<file path="src/uma_pkg.sv">
package uma_pkg;

  // register indices as printed; byte address is four times the index
  localparam logic [31:0] SUMMARY_INDEX = 32'h5000180C;
  localparam logic [31:0] MASK_INDEX = 32'h5000180E;
  localparam logic [31:0] LATCH_INDEX = 32'h50001810;

  localparam int REG_W = 16;
  localparam logic [REG_W-1:0] SUMMARY_RESET = 16'h0000;
  localparam logic [REG_W-1:0] MASK_RESET = 16'h0000;
  localparam logic [REG_W-1:0] LATCH_RESET = 16'h0000;
  localparam logic [REG_W-1:0] MASK_WRITABLE = 16'h0FFF;
  localparam logic [REG_W-1:0] SUMMARY_READABLE = 16'h0F7F;

  // summary and mask bit positions
  localparam int FIFO_WARNING_BIT = 0;
  localparam int ALTERNATE_GROUP_BIT = 1;
  localparam int TRANSMIT_GROUP_BIT = 2;
  localparam int FRAME_UPDATE_BIT = 3;
  localparam int REFUSAL_GROUP_BIT = 4;
  localparam int FRAME_LOCK_CHANGE_BIT = 5;
  localparam int RECEIVE_GROUP_BIT = 6;
  localparam int MASTER_IRQ_ENABLE_BIT = 7;
  localparam int CTRL_EP_TRANSMIT_BIT = 8;
  localparam int CTRL_EP_RECEIVE_BIT = 9;
  localparam int CTRL_EP_REFUSAL_BIT = 10;
  localparam int CHARGER_CHANGE_BIT = 11;

  localparam int CHARGER_BITS = 3;
  localparam int CTRL_EP = 0;

  localparam logic [1:0] RESP_OKAY = 2'h0;
  localparam logic [1:0] RESP_DECERR = 2'h3;

  // software reads of neighbouring registers that clear summary bits
  typedef struct packed {
    logic ctrl_ep_refusal_register;
    logic ctrl_ep_receive_status;
    logic ctrl_ep_transmit_status;
    logic refusal_event_register;
    logic alternate_event_register;
    logic fifo_warning_register;
    logic charger_status;
  } uma_reads_t;

  // single-bit sources from endpoint 0 and frame timer
  typedef struct packed {
    logic ctrl_ep_out_refused;
    logic ctrl_ep_in_refused;
    logic ctrl_ep_receive_done;
    logic ctrl_ep_transmit_done;
    logic frame_timer_lock_indicator;
    logic frame_update;
  } uma_ctrl_src_t;

endpackage

</file>
<file path="src/uma_event_aggregator.sv">
// Local design decision: register access over AXI4-Lite.
`timescale 1ns/100ps
module uma_event_aggregator #(
  parameter int NUM_EP = 4,
  parameter int ALT_W = 8,
  parameter int NAK_W = 8,
  parameter int WARN_W = 8,
  parameter int ADDR_W = 12
) (
  input wire logic aclk,
  input wire logic aresetn,
  input wire logic [ADDR_W-1:0] s_axi_awaddr,
  input wire logic [2:0] s_axi_awprot,
  input wire logic s_axi_awvalid,
  output logic s_axi_awready,
  input wire logic [31:0] s_axi_wdata,
  input wire logic [3:0] s_axi_wstrb,
  input wire logic s_axi_wvalid,
  output logic s_axi_wready,
  output logic [1:0] s_axi_bresp,
  output logic s_axi_bvalid,
  input wire logic s_axi_bready,
  input wire logic [ADDR_W-1:0] s_axi_araddr,
  input wire logic [2:0] s_axi_arprot,
  input wire logic s_axi_arvalid,
  output logic s_axi_arready,
  output logic [31:0] s_axi_rdata,
  output logic [1:0] s_axi_rresp,
  output logic s_axi_rvalid,
  input wire logic s_axi_rready,
  input wire uma_pkg::uma_ctrl_src_t ctrl_src,
  input wire uma_pkg::uma_reads_t reads,
  input wire logic [NUM_EP-1:0] receive_done,
  input wire logic [NUM_EP-1:0] receive_overrun_flag,
  input wire logic [NUM_EP-1:0] receive_event_mask,
  input wire logic [NUM_EP-1:0] transmit_done,
  input wire logic [NUM_EP-1:0] transmit_underrun_flag,
  input wire logic [NUM_EP-1:0] transmit_event_mask,
  input wire logic [NAK_W-1:0] refusal_event_register,
  input wire logic [NAK_W-1:0] refusal_event_mask,
  input wire logic [ALT_W-1:0] alternate_event_register,
  input wire logic [ALT_W-1:0] alternate_event_mask,
  input wire logic [WARN_W-1:0] fifo_warning_register,
  input wire logic [WARN_W-1:0] fifo_warning_mask,
  input wire logic [uma_pkg::CHARGER_BITS-1:0] charger_status,
  output logic irq
);

  // parameters the logic cannot serve stop elaboration
  if (NUM_EP < 2 || NUM_EP <= uma_pkg::CTRL_EP)
  begin : g_bad_num_ep
    $error("uma_event_aggregator: NUM_EP must be at least 2");
  end
  if (ALT_W < 1 || NAK_W < 1 || WARN_W < 1)
  begin : g_bad_event_width
    $error("uma_event_aggregator: event widths must be at least 1");
  end
  if (ADDR_W < 7 || ADDR_W > 32)
  begin : g_bad_addr_width
    $error("uma_event_aggregator: ADDR_W must lie in 7 to 32");
  end

  localparam logic [ADDR_W-1:0] SUMMARY_ADDR = ADDR_W'({uma_pkg::SUMMARY_INDEX, 2'b00});
  localparam logic [ADDR_W-1:0] MASK_ADDR = ADDR_W'({uma_pkg::MASK_INDEX, 2'b00});
  localparam logic [ADDR_W-1:0] LATCH_ADDR = ADDR_W'({uma_pkg::LATCH_INDEX, 2'b00});

  typedef struct packed {
    logic awready;
    logic wready;
    logic have_aw;
    logic have_w;
    logic [ADDR_W-1:0] waddr;
    logic [31:0] wdata;
    logic [3:0] wstrb;
    logic bvalid;
    logic [1:0] bresp;
    logic arready;
    logic rvalid;
    logic [31:0] rdata;
    logic [1:0] rresp;
    logic [uma_pkg::REG_W-1:0] summary;
    logic [uma_pkg::REG_W-1:0] mask;
    logic [uma_pkg::REG_W-1:0] latch;
    logic prev_refused;
    logic prev_receive;
    logic prev_transmit;
    logic prev_lock;
    logic [NAK_W-1:0] prev_nak;
    logic [ALT_W-1:0] prev_alt;
    logic [WARN_W-1:0] prev_warn;
    logic [uma_pkg::CHARGER_BITS-1:0] prev_charger;
    logic irq;
  } uma_state_t;

  uma_state_t state;
  uma_state_t next_state;

  // byte-lane merge of a write into a 16-bit register
  function automatic logic [uma_pkg::REG_W-1:0] merge_lanes(
    input logic [uma_pkg::REG_W-1:0] old_value,
    input logic [31:0] data,
    input logic [3:0] strb
  );
    logic [uma_pkg::REG_W-1:0] result;
    result = old_value;
    for (int i = 0; i < uma_pkg::REG_W / 8; i++)
    begin
      if (strb[i])
      begin
        result[i*8 +: 8] = data[i*8 +: 8];
      end
    end
    return result;
  endfunction

  // sticky flag: set wins over clear
  function automatic logic sticky(
    input logic old_value,
    input logic set_now,
    input logic clear_now
  );
    return set_now | (old_value & ~clear_now);
  endfunction

  function automatic logic known_addr(input logic [ADDR_W-1:0] addr);
    return addr == SUMMARY_ADDR || addr == MASK_ADDR || addr == LATCH_ADDR;
  endfunction

  logic [NUM_EP-1:0] overrun_usable;
  logic [NUM_EP-1:0] underrun_usable;
  logic refused_now;
  logic [NAK_W-1:0] nak_masked;
  logic [ALT_W-1:0] alt_masked;
  logic [WARN_W-1:0] warn_masked;
  logic nak_now;
  logic alt_now;
  logic warn_now;
  logic rx_group_set;
  logic rx_group_idle;
  logic tx_group_set;
  logic tx_group_idle;
  logic summary_read;
  logic latch_read;
  logic [uma_pkg::REG_W-1:0] summary_view;

  always_comb
  begin
    overrun_usable = receive_overrun_flag;
    underrun_usable = transmit_underrun_flag;
    overrun_usable[uma_pkg::CTRL_EP] = 1'b0;
    underrun_usable[uma_pkg::CTRL_EP] = 1'b0;
    refused_now = ctrl_src.ctrl_ep_out_refused | ctrl_src.ctrl_ep_in_refused;
    // per-bit rise, so a new bit counts even while another stays set
    nak_masked = refusal_event_register & refusal_event_mask;
    alt_masked = alternate_event_register & alternate_event_mask;
    warn_masked = fifo_warning_register & fifo_warning_mask;
    nak_now = |(nak_masked & ~state.prev_nak);
    alt_now = |(alt_masked & ~state.prev_alt);
    warn_now = |(warn_masked & ~state.prev_warn);
    rx_group_set = |((receive_done | overrun_usable) & receive_event_mask);
    rx_group_idle = ~|(receive_done | overrun_usable);
    tx_group_set = |((transmit_done | underrun_usable) & transmit_event_mask);
    tx_group_idle = ~|(transmit_done | underrun_usable);
    summary_view = state.summary & uma_pkg::SUMMARY_READABLE;
  end

  always_comb
  begin
    next_state = state;
    summary_read = 1'b0;
    latch_read = 1'b0;

    // write address and data, taken in either order
    if (s_axi_awvalid && state.awready)
    begin
      next_state.waddr = s_axi_awaddr;
      next_state.have_aw = 1'b1;
    end
    if (s_axi_wvalid && state.wready)
    begin
      next_state.wdata = s_axi_wdata;
      next_state.wstrb = s_axi_wstrb;
      next_state.have_w = 1'b1;
    end
    if (state.bvalid && s_axi_bready)
    begin
      next_state.bvalid = 1'b0;
    end
    if (state.have_aw && state.have_w && !state.bvalid)
    begin
      next_state.have_aw = 1'b0;
      next_state.have_w = 1'b0;
      next_state.bvalid = 1'b1;
      next_state.bresp = known_addr(state.waddr) ? uma_pkg::RESP_OKAY : uma_pkg::RESP_DECERR;
      if (state.waddr == MASK_ADDR)
      begin
        next_state.mask = merge_lanes(state.mask, state.wdata, state.wstrb)
          & uma_pkg::MASK_WRITABLE;
      end
    end
    next_state.awready = !next_state.have_aw && !next_state.bvalid;
    next_state.wready = !next_state.have_w && !next_state.bvalid;

    // read: data captured now, read clears applied to the same edge
    if (state.rvalid && s_axi_rready)
    begin
      next_state.rvalid = 1'b0;
    end
    if (s_axi_arvalid && state.arready)
    begin
      next_state.rvalid = 1'b1;
      next_state.rresp = known_addr(s_axi_araddr) ? uma_pkg::RESP_OKAY : uma_pkg::RESP_DECERR;
      next_state.rdata = 32'h00000000;
      if (s_axi_araddr == SUMMARY_ADDR)
      begin
        next_state.rdata = {16'h0000, summary_view};
        summary_read = 1'b1;
      end
      else if (s_axi_araddr == MASK_ADDR)
      begin
        next_state.rdata = {16'h0000, state.mask};
      end
      else if (s_axi_araddr == LATCH_ADDR)
      begin
        next_state.rdata = {16'h0000, state.latch};
        latch_read = 1'b1;
      end
    end
    next_state.arready = !next_state.rvalid;

    // summary flags
    next_state.summary[uma_pkg::CHARGER_CHANGE_BIT] = sticky(
      state.summary[uma_pkg::CHARGER_CHANGE_BIT],
      charger_status != state.prev_charger,
      reads.charger_status);
    next_state.summary[uma_pkg::CTRL_EP_REFUSAL_BIT] = sticky(
      state.summary[uma_pkg::CTRL_EP_REFUSAL_BIT],
      refused_now & ~state.prev_refused,
      reads.ctrl_ep_refusal_register);
    next_state.summary[uma_pkg::CTRL_EP_RECEIVE_BIT] = sticky(
      state.summary[uma_pkg::CTRL_EP_RECEIVE_BIT],
      ctrl_src.ctrl_ep_receive_done & ~state.prev_receive,
      reads.ctrl_ep_receive_status);
    next_state.summary[uma_pkg::CTRL_EP_TRANSMIT_BIT] = sticky(
      state.summary[uma_pkg::CTRL_EP_TRANSMIT_BIT],
      ctrl_src.ctrl_ep_transmit_done & ~state.prev_transmit,
      reads.ctrl_ep_transmit_status);
    next_state.summary[uma_pkg::MASTER_IRQ_ENABLE_BIT] = 1'b0;
    next_state.summary[uma_pkg::RECEIVE_GROUP_BIT] = sticky(
      state.summary[uma_pkg::RECEIVE_GROUP_BIT], rx_group_set, rx_group_idle);
    next_state.summary[uma_pkg::FRAME_LOCK_CHANGE_BIT] = sticky(
      state.summary[uma_pkg::FRAME_LOCK_CHANGE_BIT],
      ctrl_src.frame_timer_lock_indicator != state.prev_lock,
      summary_read);
    next_state.summary[uma_pkg::REFUSAL_GROUP_BIT] = sticky(
      state.summary[uma_pkg::REFUSAL_GROUP_BIT],
      nak_now,
      reads.refusal_event_register);
    next_state.summary[uma_pkg::FRAME_UPDATE_BIT] = sticky(
      state.summary[uma_pkg::FRAME_UPDATE_BIT],
      ctrl_src.frame_update,
      summary_read);
    next_state.summary[uma_pkg::TRANSMIT_GROUP_BIT] = sticky(
      state.summary[uma_pkg::TRANSMIT_GROUP_BIT], tx_group_set, tx_group_idle);
    next_state.summary[uma_pkg::ALTERNATE_GROUP_BIT] = sticky(
      state.summary[uma_pkg::ALTERNATE_GROUP_BIT],
      alt_now,
      reads.alternate_event_register);
    next_state.summary[uma_pkg::FIFO_WARNING_BIT] = sticky(
      state.summary[uma_pkg::FIFO_WARNING_BIT],
      warn_now,
      reads.fifo_warning_register);
    next_state.summary[uma_pkg::REG_W-1:uma_pkg::CHARGER_CHANGE_BIT+1] = '0;

    // sticky capture of each summary bit rising, cleared by its read
    for (int i = 0; i < uma_pkg::REG_W; i++)
    begin
      next_state.latch[i] = sticky(state.latch[i],
        next_state.summary[i] & ~state.summary[i], latch_read);
    end

    next_state.prev_refused = refused_now;
    next_state.prev_receive = ctrl_src.ctrl_ep_receive_done;
    next_state.prev_transmit = ctrl_src.ctrl_ep_transmit_done;
    next_state.prev_lock = ctrl_src.frame_timer_lock_indicator;
    next_state.prev_nak = nak_masked;
    next_state.prev_alt = alt_masked;
    next_state.prev_warn = warn_masked;
    next_state.prev_charger = charger_status;

    // level interrupt from the next summary and mask
    next_state.irq = next_state.mask[uma_pkg::MASTER_IRQ_ENABLE_BIT]
      & |(next_state.summary & next_state.mask);
  end

  always_ff @(posedge aclk)
  begin
    if (!aresetn)
    begin
      state <= '0;
      state.awready <= 1'b1;
      state.wready <= 1'b1;
      state.arready <= 1'b1;
      state.summary <= uma_pkg::SUMMARY_RESET;
      state.mask <= uma_pkg::MASK_RESET;
      state.latch <= uma_pkg::LATCH_RESET;
    end
    else
    begin
      state <= next_state;
    end
  end

  assign s_axi_awready = state.awready;
  assign s_axi_wready = state.wready;
  assign s_axi_bvalid = state.bvalid;
  assign s_axi_bresp = state.bresp;
  assign s_axi_arready = state.arready;
  assign s_axi_rvalid = state.rvalid;
  assign s_axi_rdata = state.rdata;
  assign s_axi_rresp = state.rresp;
  assign irq = state.irq;

endmodule // uma_event_aggregator

</file>
<file path="config.mk">
export PLATFORM = sky130hd
export DESIGN_NAME = uma_event_aggregator
export DESIGN_NICKNAME = d
export VERILOG_FILES = /design/src/uma_pkg.sv /design/src/uma_event_aggregator.sv
export SDC_FILE = /design/constraint.sdc
export NUM_CORES = 1
export LEC_CHECK = 0
export BUFFER_PORTS_ARGS = -buffer_cell sky130_fd_sc_hd__buf_4
export CAP_MARGIN = 30
export CELL_PAD_IN_SITES_DETAIL_PLACEMENT = 1
export CELL_PAD_IN_SITES_GLOBAL_PLACEMENT = 1
export CORE_ASPECT_RATIO = 0.9
export CORE_UTILIZATION = 25
export DETAILED_ROUTE_END_ITERATION = 7
export GPL_TIMING_DRIVEN = 0
export PLACE_DENSITY_LB_ADDON = 0.08
export SYNTH_ARGS = -nofsm -noshare
export SYNTH_HDL_FRONTEND = slang
export SYNTH_SLANG_ARGS = --single-unit
</file>
<file path="constraint.sdc">
create_clock -name aclk -period 5.55 [get_ports aclk]
set_input_delay 1.11 -clock aclk [delete_from_list [all_inputs] [get_ports aclk]]
set_output_delay 1.11 -clock aclk [all_outputs]
set_load 0.005 [all_outputs]
</file>
Word level (Yosys, flattened, before mapping)

Cells that the tools add are included.

Add/subtract/negate cells: 0
Muxes and demuxes: 22
Reduce and logical (&&, ||, !) cells: 26
Magnitude comparators: 0
Divide/modulo/power cells: 0
Multipliers: 0
Shift-type cells: 0
Equality and inequality tests: 8
Bitwise operators: 102

Operator list:

| cell                                           | number |
|---|---|
| 2-to-1 mux 16 bit                              | 5 |
| bitwise AND 8 bit                              | 6 |
| == test 12 x 6 -> 1 bit, second input constant | 4 |
| bitwise AND 1 bit                              | 42 |
| 2-to-1 mux 35 bit                              | 1 |
| == test 12 x 7 -> 1 bit, second input constant | 2 |
| inverter 8 bit                                 | 3 |
| OR reduction 8 bit                             | 3 |
| inverter 1 bit                                 | 23 |
| OR 1 bit                                       | 23 |
| bitwise AND 12 x 16 -> 16 bit                  | 1 |
| OR reduction 16 bit                            | 1 |
| OR reduction 4 bit                             | 4 |
| 2-to-1 mux 1 bit                               | 10 |
| logical AND 1 bit                              | 9 |
| bitwise AND 4 bit                              | 2 |
| 2-to-1 mux 8 bit                               | 1 |
| OR 4 bit                                       | 2 |
| 2-to-1 mux 2 bit                               | 3 |
| logical NOT 1 bit                              | 5 |
| logical OR 1 bit                               | 4 |
| 2-to-1 mux 4 bit                               | 1 |
| 2-to-1 mux 3 bit                               | 1 |
| inequality test 3 bit                          | 1 |
| inequality test 1 bit                          | 1 |

Logic and storage cells: 183
Memories: 0
Memory bits (read-only): 0
Latch bits: 0
Bits in writable memories: 0
Output and inout bits: 42
Register bits after elaboration: 144
Input bits: 161

Longest topological paths before layout

Depth after elaboration: 9
Depth in mapped cells: 7
Depth with buffers taken out: 6

Least setup slack after synthesis

No wires, ideal clock.

Path kind: input to register
From: input s_axi_araddr[9]
To: register state, in the netlist irq
Path buffers: 0
Library setup time: 0.120 ns
Setup slack: 2.722 ns
Stages: 6
Arrival: 2.708 ns
Required time: 5.430 ns
Cells stage by stage: nor4_1 and4b_1 nor3b_2 o32ai_1 or4_1 o31a_1

Longest elaborated chain between the ends: 9
Elaborated cells on any way between the ends: 11
Classes of those cells: 1 x eq/ne; 2 x mux; 7 x bitwise; 1 x reduce/logical

RTL lines:

| item                              | line                        | RTL |
|---|---|---|
| from (decl)                       | uma_event_aggregator.sv:23  | `input wire logic [ADDR_W-1:0] s_axi_araddr,` |
| == test 12 x 6 -> 1 bit (*)       | uma_event_aggregator.sv:214 | `if (s_axi_araddr == SUMMARY_ADDR)` |
| 2-to-1 mux 1 bit (*)              | uma_event_aggregator.sv:214 |  |
| 2-to-1 mux 1 bit (*)              | uma_event_aggregator.sv:209 | `if (s_axi_arvalid && state.arready)` |
| inverter 1 bit (*)                | uma_event_aggregator.sv:122 | `return set_now \| (old_value & ~clear_now);` |
| bitwise AND 1 bit                 | uma_event_aggregator.sv:122 |  |
| OR 1 bit                          | uma_event_aggregator.sv:122 |  |
| bitwise AND 12 x 16 -> 16 bit (*) | uma_event_aggregator.sv:293 | `& \|(next_state.summary & next_state.mask);` |
| OR reduction 16 bit (*)           | uma_event_aggregator.sv:293 |  |
| bitwise AND 1 bit (*)             | uma_event_aggregator.sv:293 |  |
| to (signal assigned)              | uma_event_aggregator.sv:310 | `state <= next_state;` |
| to (decl)                         | uma_event_aggregator.sv:95  | `uma_state_t state;` |

Mark *: on every way between the ends. The rest lies on a longest branch, timed or not.
A chain may end at the register's enable or synchronous reset.

Worst setup path in the final report

From: input s_axi_araddr[2]
To: register state, in the netlist s_axi_rdata[8]

Longest elaborated chain between the ends: 4
Elaborated cells on any way between the ends: 6
Classes of those cells: 3 x eq/ne; 3 x mux

RTL lines:

| item                    | line                        | RTL |
|---|---|---|
| == test 12 x 7 -> 1 bit | uma_event_aggregator.sv:223 | `else if (s_axi_araddr == LATCH_ADDR)` |
| 2-to-1 mux 16 bit       | uma_event_aggregator.sv:223 |  |
| 2-to-1 mux 16 bit       | uma_event_aggregator.sv:219 | `else if (s_axi_araddr == MASK_ADDR)` |
| 2-to-1 mux 16 bit (*)   | uma_event_aggregator.sv:214 |  |

Marked as above.

==> out/metrics.yaml <==
outcome:
  status: "completed"
sta:
  finalCritPeriodShare: 0.5401
  hold_viol: 0
  fmax_mhz: 333.6
  tns_ns: 0
  maxSlewHeadroom: 0.5226
  grt_setup_unrepaired: "no"
  tightest_slew_ns: 0.7096
  finClkSkew_ns: 0.005566
  post-route-min-period_ns: 2.998
  drv_slew: 0
  worst_slack_ns: 2.552
  finalSetupViolations: 0
  finalHoldWorstSlack_ns: 0.4508
pwr:
  ir_drop_mv: 0.2087
  p_leak_nw: 3.347
  power_density_nw_per_um2: 320.4
synthesis:
  ys_seq_area_frac: 0.4834
  ys_warn_count: 0
  synth_area_leaders: "dfxtp_1 (48%), nand2_1 (6.8%), buf_4 (5.3%), nor2b_1 (4.5%), a21boi_0 (3.9%)"
  syn-cell-area_um2: 5052
  ys_types: 47
  ys_async_sr_fraction: 0
  synth_seq_cells: 122
  synth_top_cell_area_share: 0.4834
  yosysMostFrequentCell: "dfxtp_1"
  syn_area_per_cell_um2: 9.203
  yosysTopAreaCell: "dfxtp_1"
  ys.flop_type: "dfxtp_1"
  synth_commonest_cells: "dfxtp_1 (122), nand2_1 (91), buf_4 (36), nor2b_1 (36), and3_1 (30)"
  synth-edff-count: 0
  syn_inst: 549
drt:
  wirelength_um: 15490
  dr.first_iter.drc_count: 167
  dr.pass1.iters: 6
  drt.antenna.violating_nets: 0
  post_drt_wl_per_cell_um: 15.46
  drc: 0
  via_per_inst: 4.468
  num_vias: 4477
setup_path:
  cp_data_required_time_ns: 5.87
  cp_slowest_cell: "nor4_4"
  path_cells: "buf_4 > nor4_1 > nand2_1 > nor4_4 > clkbuf_1 > a222oi_1 > a211oi_1"
  worstSetupEndpointType: "register"
  cp_max_fo: 10
  critPathKind: "input port to register"
  path_buf_inv: 2
  startpoint_type: "input port"
  critPathArrivalTime_ns: 3.32
  max_stage_delay_ns: 0.52
  path_delay_family: "simple AND/OR/NAND/NOR gates"
die:
  die_h_um: 136.9
  ioPinCount: 203
  coreArea_um2: 19460
  std_cell_rows: 48
  fp.dieArea_um2: 20780
  die_w_um: 151.9
  start_util: 0.2596
layout:
  syn2layout_area_growth_pct: 41.90
  multi_input_area_um2: 2257
  fillerInstances: 2308
  n_antenna_cell: 0
  finalCoreUtilization: 0.3684
  regArea_um2: 2442
  drive_gt1_frac: 0.3085
  final_nets: 900
cts:
  htree_levels: 4
  cts_made_buffers: 17
  cts_resized: 0
  post-cts-setup-buffer-count: 0
  numClockSinks: 122
  ctsHoldBuffers: 0
  clockRootBuffer: "clkbuf_16"
  ctsLongestPathBuffers: 2
  cts.reportedPaths.clkPinSlew_ns: 0.06
  tritoncts: "done"
  clock_latency_ns: 0.42
grt:
  grt_pass1_wl_um: 24720
  antenna_found_initial: 0
  grt_pass1_vias: 4748
  grt_overflow_total: 0
  grt_use_total: 0.1539
  grt_max_degree: 17
placement:
  place_ws_ns: 2.033
  dp.final_hpwl_um: 12310
  portBuffers: 155
  gp_congestion: 0.7921
job:
  drv_cap: 0
hold_path:
  hp-class: "register to register"
[tightest hold or removal path, cell delays in order (launching register included)]
cell	delay, ns
dfxtp_1	0.30
nand2_1	0.05
a21oi_1	0.05
[per-layer routing]
metal / routed length [um] / track usage
met1: 7077 / 0.1946
met2: 7410 / 0.2518
met3: 869 / 0.04908
met4: 129 / 0.04278
met5: 0 / 0
[final timing paths]
kind                                         to  depth (start not counted)             from  slack, ns
worst max-delay path             s_axi_rdata[8]                          7  s_axi_araddr[2]       2.55
worst min-delay path            s_axi_rdata[12]                          2  s_axi_rdata[12]       0.45
worst max register to register              irq                          6       state[162]       3.13
worst min register to register  s_axi_rdata[12]                          2  s_axi_rdata[12]       0.45
[cells in the final DEF, fill, tap and decap left out, types with 10 or more instances in the layout]
cell / count
inv_1: 13
conb_1: 16
nand2_1: 91
clkbuf_1: 24
nor2_1: 23
clkbuf_16: 17
a21oi_1: 17
a222oi_1: 11
o22ai_1: 10
dfxtp_1: 122
buf_4: 191
nor2b_1: 36
and2_1: 10
a21boi_0: 26
mux2i_1: 12
and3_1: 30
[sequential cells by signal, summed over array words and instances, names as in the netlist]
name           cells
state             98
s_axi_rdata       16
irq                1
s_axi_arready      1
s_axi_awready      1
s_axi_bresp        1
s_axi_bvalid       1
s_axi_rresp        1
s_axi_rvalid       1
s_axi_wready       1
[cells by family after synthesis]
logic type	Yosys count	share of synthesized area
and+or+nand+nor	239	0.2632
muxes	12	0.02378
other	1	0.0007422
xor gates and xnor gates	4	0.006933
AOI/OAI and AO/OA	98	0.1409
DFF	122	0.4834
buffers and inverters	73	0.08098
[per-stage QoR]
step / cells / power, W / cell area [um2]
final: 1002 / 0.002297 / 7169
after global routing: 1002 / 0.002402 / 7169
after detailed placement: 970 / 0.001234 / 6589
after global placement: 969 / 0.001223 / 6585
after CTS: 1002 / 0.002330 / 7169
after floorplan: 564 / 0.001093 / 5109
[cell type report]
cell class                 count  area share
buffer                        60     0.05026
tap                          250     0.04363
inverter                      13    0.006806
clock buffer                  20     0.06370
sequential                   122      0.3407
timing repair buffer         156      0.1628
clock inverter                12     0.01728
multi-input combinational    369      0.3148
[power by group]
group,switching (W),total (W),internal (W)
Sequential,0.0000305,0.000956,0.000925
Clock,0.000406,0.00109,0.000680
Combinational,0.000114,0.000256,0.000141
No activity file was read; power rests on OpenSTA's default activity.
